`src/rtl/iat_map.vh`:
```
// register offsets, field positions and reset values of the address-match and timing block
// What this block does
// - compare received 7-bit address with second own address bits 7:1; bit 0 ignored
// - mask field bits 10:8; 000 full compare, 001-110 ignore one to six low bits
// - mask code 111 skips comparison and matches every non-reserved 7-bit address
// - with nonzero mask, reserved addresses never match the second own address
// - enable bit 15: clear answers NACK on match, set answers ACK
// - kernel clock divided by prescaler bits 31:28 plus one gives timing tick
// - SCL low lasts low count bits 7:0 plus one ticks, or hold plus setup plus one ticks if that is longer; also bus free time
// - SCL high lasts high count bits 15:8 plus one ticks; also start hold
// - SDA changes after SCL fall by hold count bits 19:16 ticks, no plus one
// - setup count bits 23:20 plus one ticks from SDA change to SCL rise
`ifndef IAT_MAP_VH
`define IAT_MAP_VH
`define IAT_OFF_SECOND_OWN_ADDRESS 8'h0c
`define IAT_OFF_TIMING 8'h10
`define IAT_OFF_CTRL 8'h20
`define IAT_OFF_STAT 8'h24
`define IAT_SECOND_OWN_ADDRESS_RST 32'h00000000
`define IAT_SECOND_OWN_ADDRESS_WMASK 32'h000087fe
`define IAT_TIMING_RST 32'h00000000
`define IAT_TIMING_WMASK 32'hf0ffffff
`define IAT_F_ADDR_HI 7
`define IAT_F_ADDR_LO 1
`define IAT_F_MSK_HI 10
`define IAT_F_MSK_LO 8
`define IAT_F_EN 15
`define IAT_F_SCL_LOW_COUNT_HI 7
`define IAT_F_SCL_LOW_COUNT_LO 0
`define IAT_F_SCL_HIGH_COUNT_HI 15
`define IAT_F_SCL_HIGH_COUNT_LO 8
`define IAT_F_HOLD_HI 19
`define IAT_F_HOLD_LO 16
`define IAT_F_SETUP_HI 23
`define IAT_F_SETUP_LO 20
`define IAT_F_PSC_HI 31
`define IAT_F_PSC_LO 28
`define IAT_CTRL_PE 0
`define IAT_CTRL_RUN 1
`endif

```
`src/rtl/iat_core.v`:
```
// second own address matcher and SCL/SDA timing generator with register port
//
// The address-and-strobe port was decided locally.
`timescale 1ns/1ps
`default_nettype none
`include "iat_map.vh"
module iat_core (
	// clock and reset
	input wire mclk_i,
	input wire rst_n_i,
	// register port
	input wire [7:0] reg_addr_i,
	input wire [31:0] reg_wdata_i,
	input wire reg_wr_i,
	input wire reg_rd_i,
	output reg [31:0] reg_rdata_o,
	// address match request from the slave receiver
	input wire addr_valid_i,
	input wire [6:0] rx_addr_i,
	output reg match_valid_o,
	output reg match_o,
	output reg ack_o,
	// data bit to send from the master engine
	input wire tx_bit_i,
	// bus pins, open drain: enable high pulls low
	input wire scl_i,
	output reg scl_o,
	output reg scl_oe_o,
	input wire sda_i,
	output reg sda_o,
	output reg sda_oe_o,
	// status to the controller
	output reg peripheral_enable_o,
	output reg bit_done_o
);
	// ************************************************************
	// registers
	// ************************************************************
	reg [31:0] second_own_address;
	reg [31:0] bus_timing_config;
	reg [1:0] ctrl;
	reg [7:0] cycles_done;
	reg [2:0] state;
	wire peripheral_enable = ctrl[`IAT_CTRL_PE];
	wire second_address_enable = second_own_address[`IAT_F_EN];
	wire [2:0] second_address_mask =
		second_own_address[`IAT_F_MSK_HI:`IAT_F_MSK_LO];
	wire [7:0] scl_low_count =
		bus_timing_config[`IAT_F_SCL_LOW_COUNT_HI:`IAT_F_SCL_LOW_COUNT_LO];
	wire [7:0] scl_high_count =
		bus_timing_config[`IAT_F_SCL_HIGH_COUNT_HI:`IAT_F_SCL_HIGH_COUNT_LO];
	wire [3:0] data_hold_count =
		bus_timing_config[`IAT_F_HOLD_HI:`IAT_F_HOLD_LO];
	wire [3:0] data_setup_count =
		bus_timing_config[`IAT_F_SETUP_HI:`IAT_F_SETUP_LO];
	wire [3:0] timing_prescaler =
		bus_timing_config[`IAT_F_PSC_HI:`IAT_F_PSC_LO];

	// ************************************************************
	// register write
	// ************************************************************
	// hardware does not police the write-while-enabled cases; software must
	// keep the enable bits clear when changing mask or timing
	always @(posedge mclk_i) begin
		if (!rst_n_i) begin
			second_own_address <= `IAT_SECOND_OWN_ADDRESS_RST;
			bus_timing_config <= `IAT_TIMING_RST;
			ctrl <= 2'h0;
		end else if (reg_wr_i) begin
			case (reg_addr_i)
			`IAT_OFF_SECOND_OWN_ADDRESS: begin
				second_own_address <= reg_wdata_i & `IAT_SECOND_OWN_ADDRESS_WMASK;
			end
			`IAT_OFF_TIMING: begin
				bus_timing_config <= reg_wdata_i & `IAT_TIMING_WMASK;
			end
			`IAT_OFF_CTRL: begin
				ctrl <= reg_wdata_i[1:0];
			end
			default: begin
				ctrl <= ctrl;
			end
			endcase
		end
	end

	// ************************************************************
	// register read
	// ************************************************************
	// unmapped offsets read as zero
	function [31:0] read_word;
		input [7:0] a;
		begin
			case (a)
			`IAT_OFF_SECOND_OWN_ADDRESS: read_word = second_own_address;
			`IAT_OFF_TIMING: read_word = bus_timing_config;
			`IAT_OFF_CTRL: read_word = {30'h0, ctrl};
			`IAT_OFF_STAT: read_word = {16'h0, cycles_done, 5'h0, state};
			default: read_word = 32'h00000000;
			endcase
		end
	endfunction

	// read data stand for one cycle only, zero otherwise
	always @(posedge mclk_i) begin
		if (!rst_n_i) begin
			reg_rdata_o <= 32'h00000000;
		end else if (reg_rd_i) begin
			reg_rdata_o <= read_word(reg_addr_i);
		end else begin
			reg_rdata_o <= 32'h00000000;
		end
	end

	// ************************************************************
	// address matching
	// ************************************************************
	function [6:0] mask_of;
		input [2:0] code;
		begin
			mask_of = 7'h7f << code;
		end
	endfunction

	// reserved: 0000xxx and 1111xxx
	function is_reserved;
		input [6:0] a;
		begin
			is_reserved = (a[6:3] == 4'h0) || (a[6:3] == 4'hf);
		end
	endfunction

	wire [6:0] own7 = second_own_address[`IAT_F_ADDR_HI:`IAT_F_ADDR_LO];
	wire [6:0] cmp_mask = mask_of(second_address_mask);
	wire raw_hit = (second_address_mask == 3'h7) ||
		(((rx_addr_i ^ own7) & cmp_mask) == 7'h00);
	wire hit = raw_hit &&
		!((second_address_mask != 3'h0) && is_reserved(rx_addr_i));

	reg next_match_valid;
	reg next_match;
	reg next_ack;

	always @* begin
		next_match_valid = addr_valid_i && peripheral_enable;
		next_match = next_match_valid && hit;
		// enable bit clear still matches but answers with a nack
		next_ack = next_match && second_address_enable;
	end

	always @(posedge mclk_i) begin
		if (!rst_n_i) begin
			match_valid_o <= 1'b0;
			match_o <= 1'b0;
			ack_o <= 1'b0;
		end else begin
			match_valid_o <= next_match_valid;
			match_o <= next_match;
			ack_o <= next_ack;
		end
	end

	// ************************************************************
	// timing generator
	// ************************************************************
	wire tick;
	iat_tick #(
		.W(4)
	) u_tick (
		.mclk_i(mclk_i),
		.rst_n_i(rst_n_i),
		.run_i(peripheral_enable),
		.div_i(timing_prescaler),
		.tick_o(tick)
	);

	localparam [2:0] S_IDLE = 3'b001;
	localparam [2:0] S_LOW = 3'b010;
	localparam [2:0] S_HIGH = 3'b100;
	reg [7:0] low_cnt;
	reg [7:0] high_cnt;
	reg [3:0] hold_cnt;
	reg [3:0] setup_cnt;
	reg sda_changed;
	reg enter_low;
	reg [2:0] next_state;
	reg [7:0] next_low_cnt;
	reg [7:0] next_high_cnt;
	reg [3:0] next_hold_cnt;
	reg [3:0] next_setup_cnt;
	reg next_sda_changed;
	reg next_scl_oe;
	reg next_sda_oe;
	reg next_bit_done;
	reg [7:0] next_cycles_done;
	wire run = peripheral_enable && ctrl[`IAT_CTRL_RUN];

	// ************************************************************
	// timing next state
	// ************************************************************
	// low phase: hold count ticks then drive sda, then setup+1 ticks until
	// rise; scl low ends when both scl_low_count+1 and setup are satisfied
	always @* begin
		next_state = state;
		next_low_cnt = low_cnt;
		next_high_cnt = high_cnt;
		next_hold_cnt = hold_cnt;
		next_setup_cnt = setup_cnt;
		next_sda_changed = sda_changed;
		next_scl_oe = scl_oe_o;
		next_sda_oe = sda_oe_o;
		next_bit_done = 1'b0;
		next_cycles_done = cycles_done;
		enter_low = 1'b0;
		case (state)
		S_IDLE: begin
			enter_low = run && tick;
		end
		S_LOW: begin
			if (tick) begin
				if (!sda_changed) begin
					// the tick that empties the hold count moves sda, so a
					// hold of n gives exactly n ticks after the fall
					if (hold_cnt <= 4'h1) begin
						next_sda_oe = !tx_bit_i;
						next_sda_changed = 1'b1;
					end else begin
						next_hold_cnt = hold_cnt - 4'h1;
					end
				end else if (setup_cnt != 4'h0) begin
					next_setup_cnt = setup_cnt - 4'h1;
				end
				if (low_cnt != 8'h00) begin
					next_low_cnt = low_cnt - 8'h01;
				end else if (sda_changed && setup_cnt == 4'h0) begin
					next_state = S_HIGH;
					next_scl_oe = 1'b0;
					next_high_cnt = scl_high_count;
				end
			end
		end
		S_HIGH: begin
			// clock stretching: count only once scl really is high
			if (tick && scl_i) begin
				if (high_cnt != 8'h00) begin
					next_high_cnt = high_cnt - 8'h01;
				end else begin
					next_bit_done = 1'b1;
					next_cycles_done = cycles_done + 8'h01;
					next_state = S_IDLE;
					next_scl_oe = 1'b0;
					enter_low = run;
				end
			end
		end
		default: begin
			next_state = S_IDLE;
		end
		endcase
		// every low phase starts here, from idle or straight after a high
		if (enter_low) begin
			next_state = S_LOW;
			next_scl_oe = 1'b1;
			next_low_cnt = scl_low_count;
			next_hold_cnt = data_hold_count;
			next_setup_cnt = data_setup_count;
			next_sda_changed = 1'b0;
			// zero hold: sda moves on the same edge that pulls scl low
			if (data_hold_count == 4'h0) begin
				next_sda_oe = !tx_bit_i;
				next_sda_changed = 1'b1;
			end
		end
	end

	// ************************************************************
	// timing registers
	// ************************************************************
	// clearing the peripheral enable drops the bus and all phase state
	always @(posedge mclk_i) begin
		if (!rst_n_i || !peripheral_enable) begin
			state <= S_IDLE;
			scl_oe_o <= 1'b0;
		end else begin
			state <= next_state;
			scl_oe_o <= next_scl_oe;
		end
	end

	always @(posedge mclk_i) begin
		if (!rst_n_i || !peripheral_enable) begin
			low_cnt <= 8'h00;
			high_cnt <= 8'h00;
			hold_cnt <= 4'h0;
			setup_cnt <= 4'h0;
		end else begin
			low_cnt <= next_low_cnt;
			high_cnt <= next_high_cnt;
			hold_cnt <= next_hold_cnt;
			setup_cnt <= next_setup_cnt;
		end
	end

	always @(posedge mclk_i) begin
		if (!rst_n_i || !peripheral_enable) begin
			sda_changed <= 1'b0;
			sda_oe_o <= 1'b0;
		end else begin
			sda_changed <= next_sda_changed;
			sda_oe_o <= next_sda_oe;
		end
	end

	always @(posedge mclk_i) begin
		if (!rst_n_i || !peripheral_enable) begin
			bit_done_o <= 1'b0;
			cycles_done <= 8'h00;
		end else begin
			bit_done_o <= next_bit_done;
			cycles_done <= next_cycles_done;
		end
	end

	// ************************************************************
	// pin outputs
	// ************************************************************
	// open drain: the data side of each pad stays low, only enables move
	always @(posedge mclk_i) begin
		if (!rst_n_i) begin
			scl_o <= 1'b0;
			sda_o <= 1'b0;
		end else begin
			scl_o <= 1'b0;
			sda_o <= 1'b0;
		end
	end

	always @(posedge mclk_i) begin
		if (!rst_n_i) begin
			peripheral_enable_o <= 1'b0;
		end else begin
			peripheral_enable_o <= peripheral_enable;
		end
	end
	wire unused_sda = sda_i;
endmodule // iat_core
`default_nettype wire

```
`src/rtl/iat_tick.v`:
```
// prescaler that turns the kernel clock into timing ticks
`timescale 1ns/1ps
`default_nettype none
module iat_tick #(
	parameter W = 4
) (
	// clock and reset
	input wire mclk_i,
	input wire rst_n_i,
	// control
	input wire run_i,
	input wire [W-1:0] div_i,
	// tick out
	output reg tick_o
);
	reg [W-1:0] cnt;
	// one tick every div_i+1 kernel clocks
	always @(posedge mclk_i) begin
		if (!rst_n_i || !run_i) begin
			cnt <= {W{1'b0}};
			tick_o <= 1'b0;
		end else if (cnt == div_i) begin
			cnt <= {W{1'b0}};
			tick_o <= 1'b1;
		end else begin
			cnt <= cnt + {{(W-1){1'b0}}, 1'b1};
			tick_o <= 1'b0;
		end
	end
endmodule // iat_tick
`default_nettype wire

```
`config.mk`:
```
export PLATFORM = sky130hd
export DESIGN_NAME = iat_core
export DESIGN_NICKNAME = d
export VERILOG_FILES = /design/src/rtl/iat_core.v /design/src/rtl/iat_tick.v
export VERILOG_INCLUDE_DIRS = /design/src /design/src/rtl
export SDC_FILE = /design/constraint.sdc
export NUM_CORES = 1
export LEC_CHECK = 0
export ABC_AREA = 1
export BUFFER_PORTS_ARGS = -buffer_cell sky130_fd_sc_hd__buf_4
export CORE_MARGIN = 4
export CORE_UTILIZATION = 56
export DETAILED_ROUTE_END_ITERATION = 8
export PLACE_DENSITY_LB_ADDON = 0.2
export SLEW_MARGIN = 10
export SYNTH_ARGS = -nofsm -noshare
export SYNTH_HDL_FRONTEND = slang
export SYNTH_SLANG_ARGS = --single-unit
```
`constraint.sdc`:
```
create_clock -name mclk_i -period 2.05 [get_ports mclk_i]
set_input_delay 0.5125 -clock mclk_i [delete_from_list [all_inputs] [get_ports mclk_i]]
set_output_delay 0.5125 -clock mclk_i [all_outputs]
set_load 0.005 [all_outputs]
```
==> results by group <==
Logic synthesis
  – Cell count after synthesis: 759
  – Fraction of registers with async set/reset: 0%
  – EDFF count, synth: 0
  – Synth warnings: 0
  – Synth Register Bits: 117
  – Netlist cell types: 40
  – Mean Syn Cell Area: 7.21 um2
  – Ys flop type: dfxtp_1
  – Post-synthesis sequential area ratio: 42.8%
  – Synthesized area: 5480 um2

Placed design
  – DP Worst Slack: 185 ps
  – Final HPWL DP: 10.5 mm
  – Placed Area: 6240 um2
  – Routability Congestion: 0.887
  – PortBufs: 84

Setup path
  – Worst path cell trace: inv_1 > ha_1 > o21ai_0 > nand3_2 > o21ai_1 > inv_1 > a21oi_1
  – CP Capture Type: flip-flop
  – Origin of the critical flop-to-flop path: hold_cnt[0]
  – Worst path slowest cell: o21ai_0
  – Worst EP required: 2480 ps
  – Capture point of the worst path: hold_cnt[1]
  – Register-to-register setup slack: 260 ps
  – Crit path DAT: 2220 ps
  – Slowest cell delay on critical path: 440 ps
  – Crit path kind: reg2reg
  – Critical Path Source: hold_cnt[0]
  – Most used cell, CP: inv_1
  – Critical path peak fanout: 6
  – WP buf/inv: 2
  – R2R Path End: hold_cnt[1]
  – Top delay family on crit path: compound AO/OA/AOI/OAI gates
  – CP Launch Type: flip-flop
  – Reg2reg path depth: 7
  – Crit path depth: 7

Finish
  – Utilization after layout: 73.1%
  – P&R area growth vs syn: 25.2%
  – Fillers: 742
  – Layout cells sized above 1: 18.5%
  – Finished layout cell area: 6850 um2
  – Nets: 919
  – # diodes: 0

Routing
  – Total number of vias: 5,350
  – Pre-antenna DRT Iters: 6
  – Routed WL: 14.7 mm
  – Initial DRC count: 395
  – Via/cell ratio: 5.37
  – Final ANT Viol Nets: 0
  – Per-cell routed wire length: 14.8 um
  – Drc violations: 0

Floorplan
  – I/O pin count: 96
  – Starting Density: 58.4%
  – Die width: 107 um
  – Die Span Y: 107 um
  – Row Count: 35
  – Die area: 11,400 um2
  – Core area: 9370 um2

Timing
  – Slew Viols, Final: 0
  – Setup Skew: 8.86 ps
  – Slew @ Worst Pin: 513 ps
  – Setup TNS: 0 ps
  – RSZ-0062 raised after global routing: false
  – Number of hold violations in the final report: 0
  – Hold_ws: 220 ps
  – Finish-stage setup viols: 0
  – Setup WS post-layout: 261 ps
  – Final Cycle Share: 87.2%
  – Min Tclk post-route: 1790 ps
  – Max Clock Freq: 559 MHz
  – Relative slew slack: 65.4%

Clock network
  – Worst-Skew Late Latency: 510 ps
  – Clk pin slew, worst setup/hold paths: 60 ps
  – Root Buffer: clkbuf_8
  – CTS tree: built
  – CTS Hold Bufs: 0
  – # H-tree levels: 4
  – Clock sink count: 117
  – Bufs on Longest Clock Path: 2
  – Cts bufs inserted: 17
  – Post CTS Setup Buffer Count: 0
  – Post-CTS sizing: 0

GRT
  – GRT overflow: 0
  – Initial antenna violation count: 0
  – First-pass GRT wire length: 24.2 mm
  – Vias in the first global route: 5,140
  – Largest net degree at the start of global routing: 32
  – Total track usage: 26.4%

Power
  – Leakage power: 2.98 nW
  – Max VDD drop: 527 uV
  – Power per Cell Area: 803 nW/um2

Min path
  – Hold Path Origin: reg_wdata_i[20]
  – Hold Path Class: in2reg

Run status
  – Status: finished, final reports clean

Job
  – Max Cap Viol: 0
## power by group
group	total (mW)	leakage, nW	internal, mW	switching, mW
registers	2.28	0.942	2.28	0.00158
clock network	3.07	0.288	2.01	1.07
logic	0.156	1.75	0.0788	0.0768
total	5.50	2.98	4.36	1.14
## worst reg2reg max path: cells and delay by family (launching register included)
kind,cells,cell delay (ps)
compound gates,3,760
flops,1,370
fa+ha+maj,1,220
simple gates,1,220
buf+inv,2,140
## metrics by stage
step	total power [mW]	instances
global placement	2.48	964
finish	5.50	996
detailed placement	2.48	964
CTS	5.50	996
global route	5.65	996
floorplan	2.39	764
## cells by family (layout without fill, tap and decap cells)
| family | count (synthesis) | count (layout) | share of synthesized area (%) |
|---|---|---|---|
| simple gates | 327 | 327 | 26.8 |
| compound gates | 149 | 149 | 14.3 |
| fa+ha+maj | 10 | 10 | 2.29 |
| flops | 117 | 117 | 42.8 |
| xor+xnor | 21 | 21 | 3.36 |
| other cells | 1 | 6 | 0.0685 |
| buf+inv | 134 | 237 | 10.4 |
## cell usage after synthesis, types with 2 or more instances
cell type  number  share of area [%]
nand2_1       144                9.9
dfxtp_1       117                 43
inv_1          96                6.6
nor2_1         84                5.8
o21ai_0        65                5.9
a21oi_1        63                5.8
nand3_1        50                4.6
nor3_1         19                1.7
xor2_1         12                1.9
clkbuf_1       10               0.69
ha_1           10                2.3
buf_2           9               0.82
xnor2_1         9                1.4
buf_4           8                1.1
nand4_1         7               0.80
inv_2           6               0.41
o21ai_1         5               0.46
o22ai_1         5               0.57
nor2_2          4               0.46
buf_6           3               0.62
nand3_2         3               0.55
o211ai_1        3               0.41
a21oi_2         2               0.32
nand2_2         2               0.23
nand2_4         2               0.41
nand3_4         2               0.64
nor2_4          2               0.41
nor3_2          2               0.37
nor3b_1         2               0.27
o21bai_1        2               0.27
o31ai_1         2               0.27
## area by class of cell
cell class,instances,area (um2),share of cell area (%)
clock buffers,20,435,6.35
clock inverters,12,178,2.59
inverters,103,388,5.66
multi-input cells,513,2580,37.7
flip-flops and latches,117,2340,34.2
well taps,129,161,2.36
repair buffers,102,766,11.2
## layer usage
layer | vias to the layer above | share of wire, % | track usage [%]
met1 | 2512 | 43 | 34.4
met4 | 0 | 1.5 | 7.67
met3 | 23 | 6.1 | 5.30
met2 | 197 | 49 | 44.3
li1 | 2618 | - | -
met5 | - | 0 | 0
## registers in the layout, summed over array words and instances, names as in the netlist, 4 cells and up
register,count
bus_timing_config,28
reg_rdata_o,28
second_own_address,11
cycles_done,8
high_cnt,8
low_cnt,8
hold_cnt,4
setup_cnt,4
u_tick.cnt,4
## how the worst min path moves through the flow
stage	end	slack, ps	cells past startpoint
2_1_floorplan	reg_rdata_o[20]	430	2
3_3_place_gp	u_tick.cnt[0]	460	1
3_5_place_dp	reg_rdata_o[6]	470	2
4_1_cts	bus_timing_config[20]	220	3
5_1_grt	match_valid_o	230	3
6_report	bus_timing_config[20]	220	3
## placed cells by master (no fill, tap or decap), types with 4 or more instances in the layout
cell,n
a21oi_1,63
buf_4,102
bufinv_16,4
clkbuf_16,16
clkinvlp_4,4
conb_1,6
dfxtp_1,117
ha_1,10
inv_1,96
inv_2,6
nand2_1,144
nand3_1,50
nand4_1,7
nor2_1,84
nor2_2,4
nor3_1,19
o21ai_0,65
o21ai_1,5
o22ai_1,5
xnor2_1,9
xor2_1,12
Power figures use the tool's default switching activity.
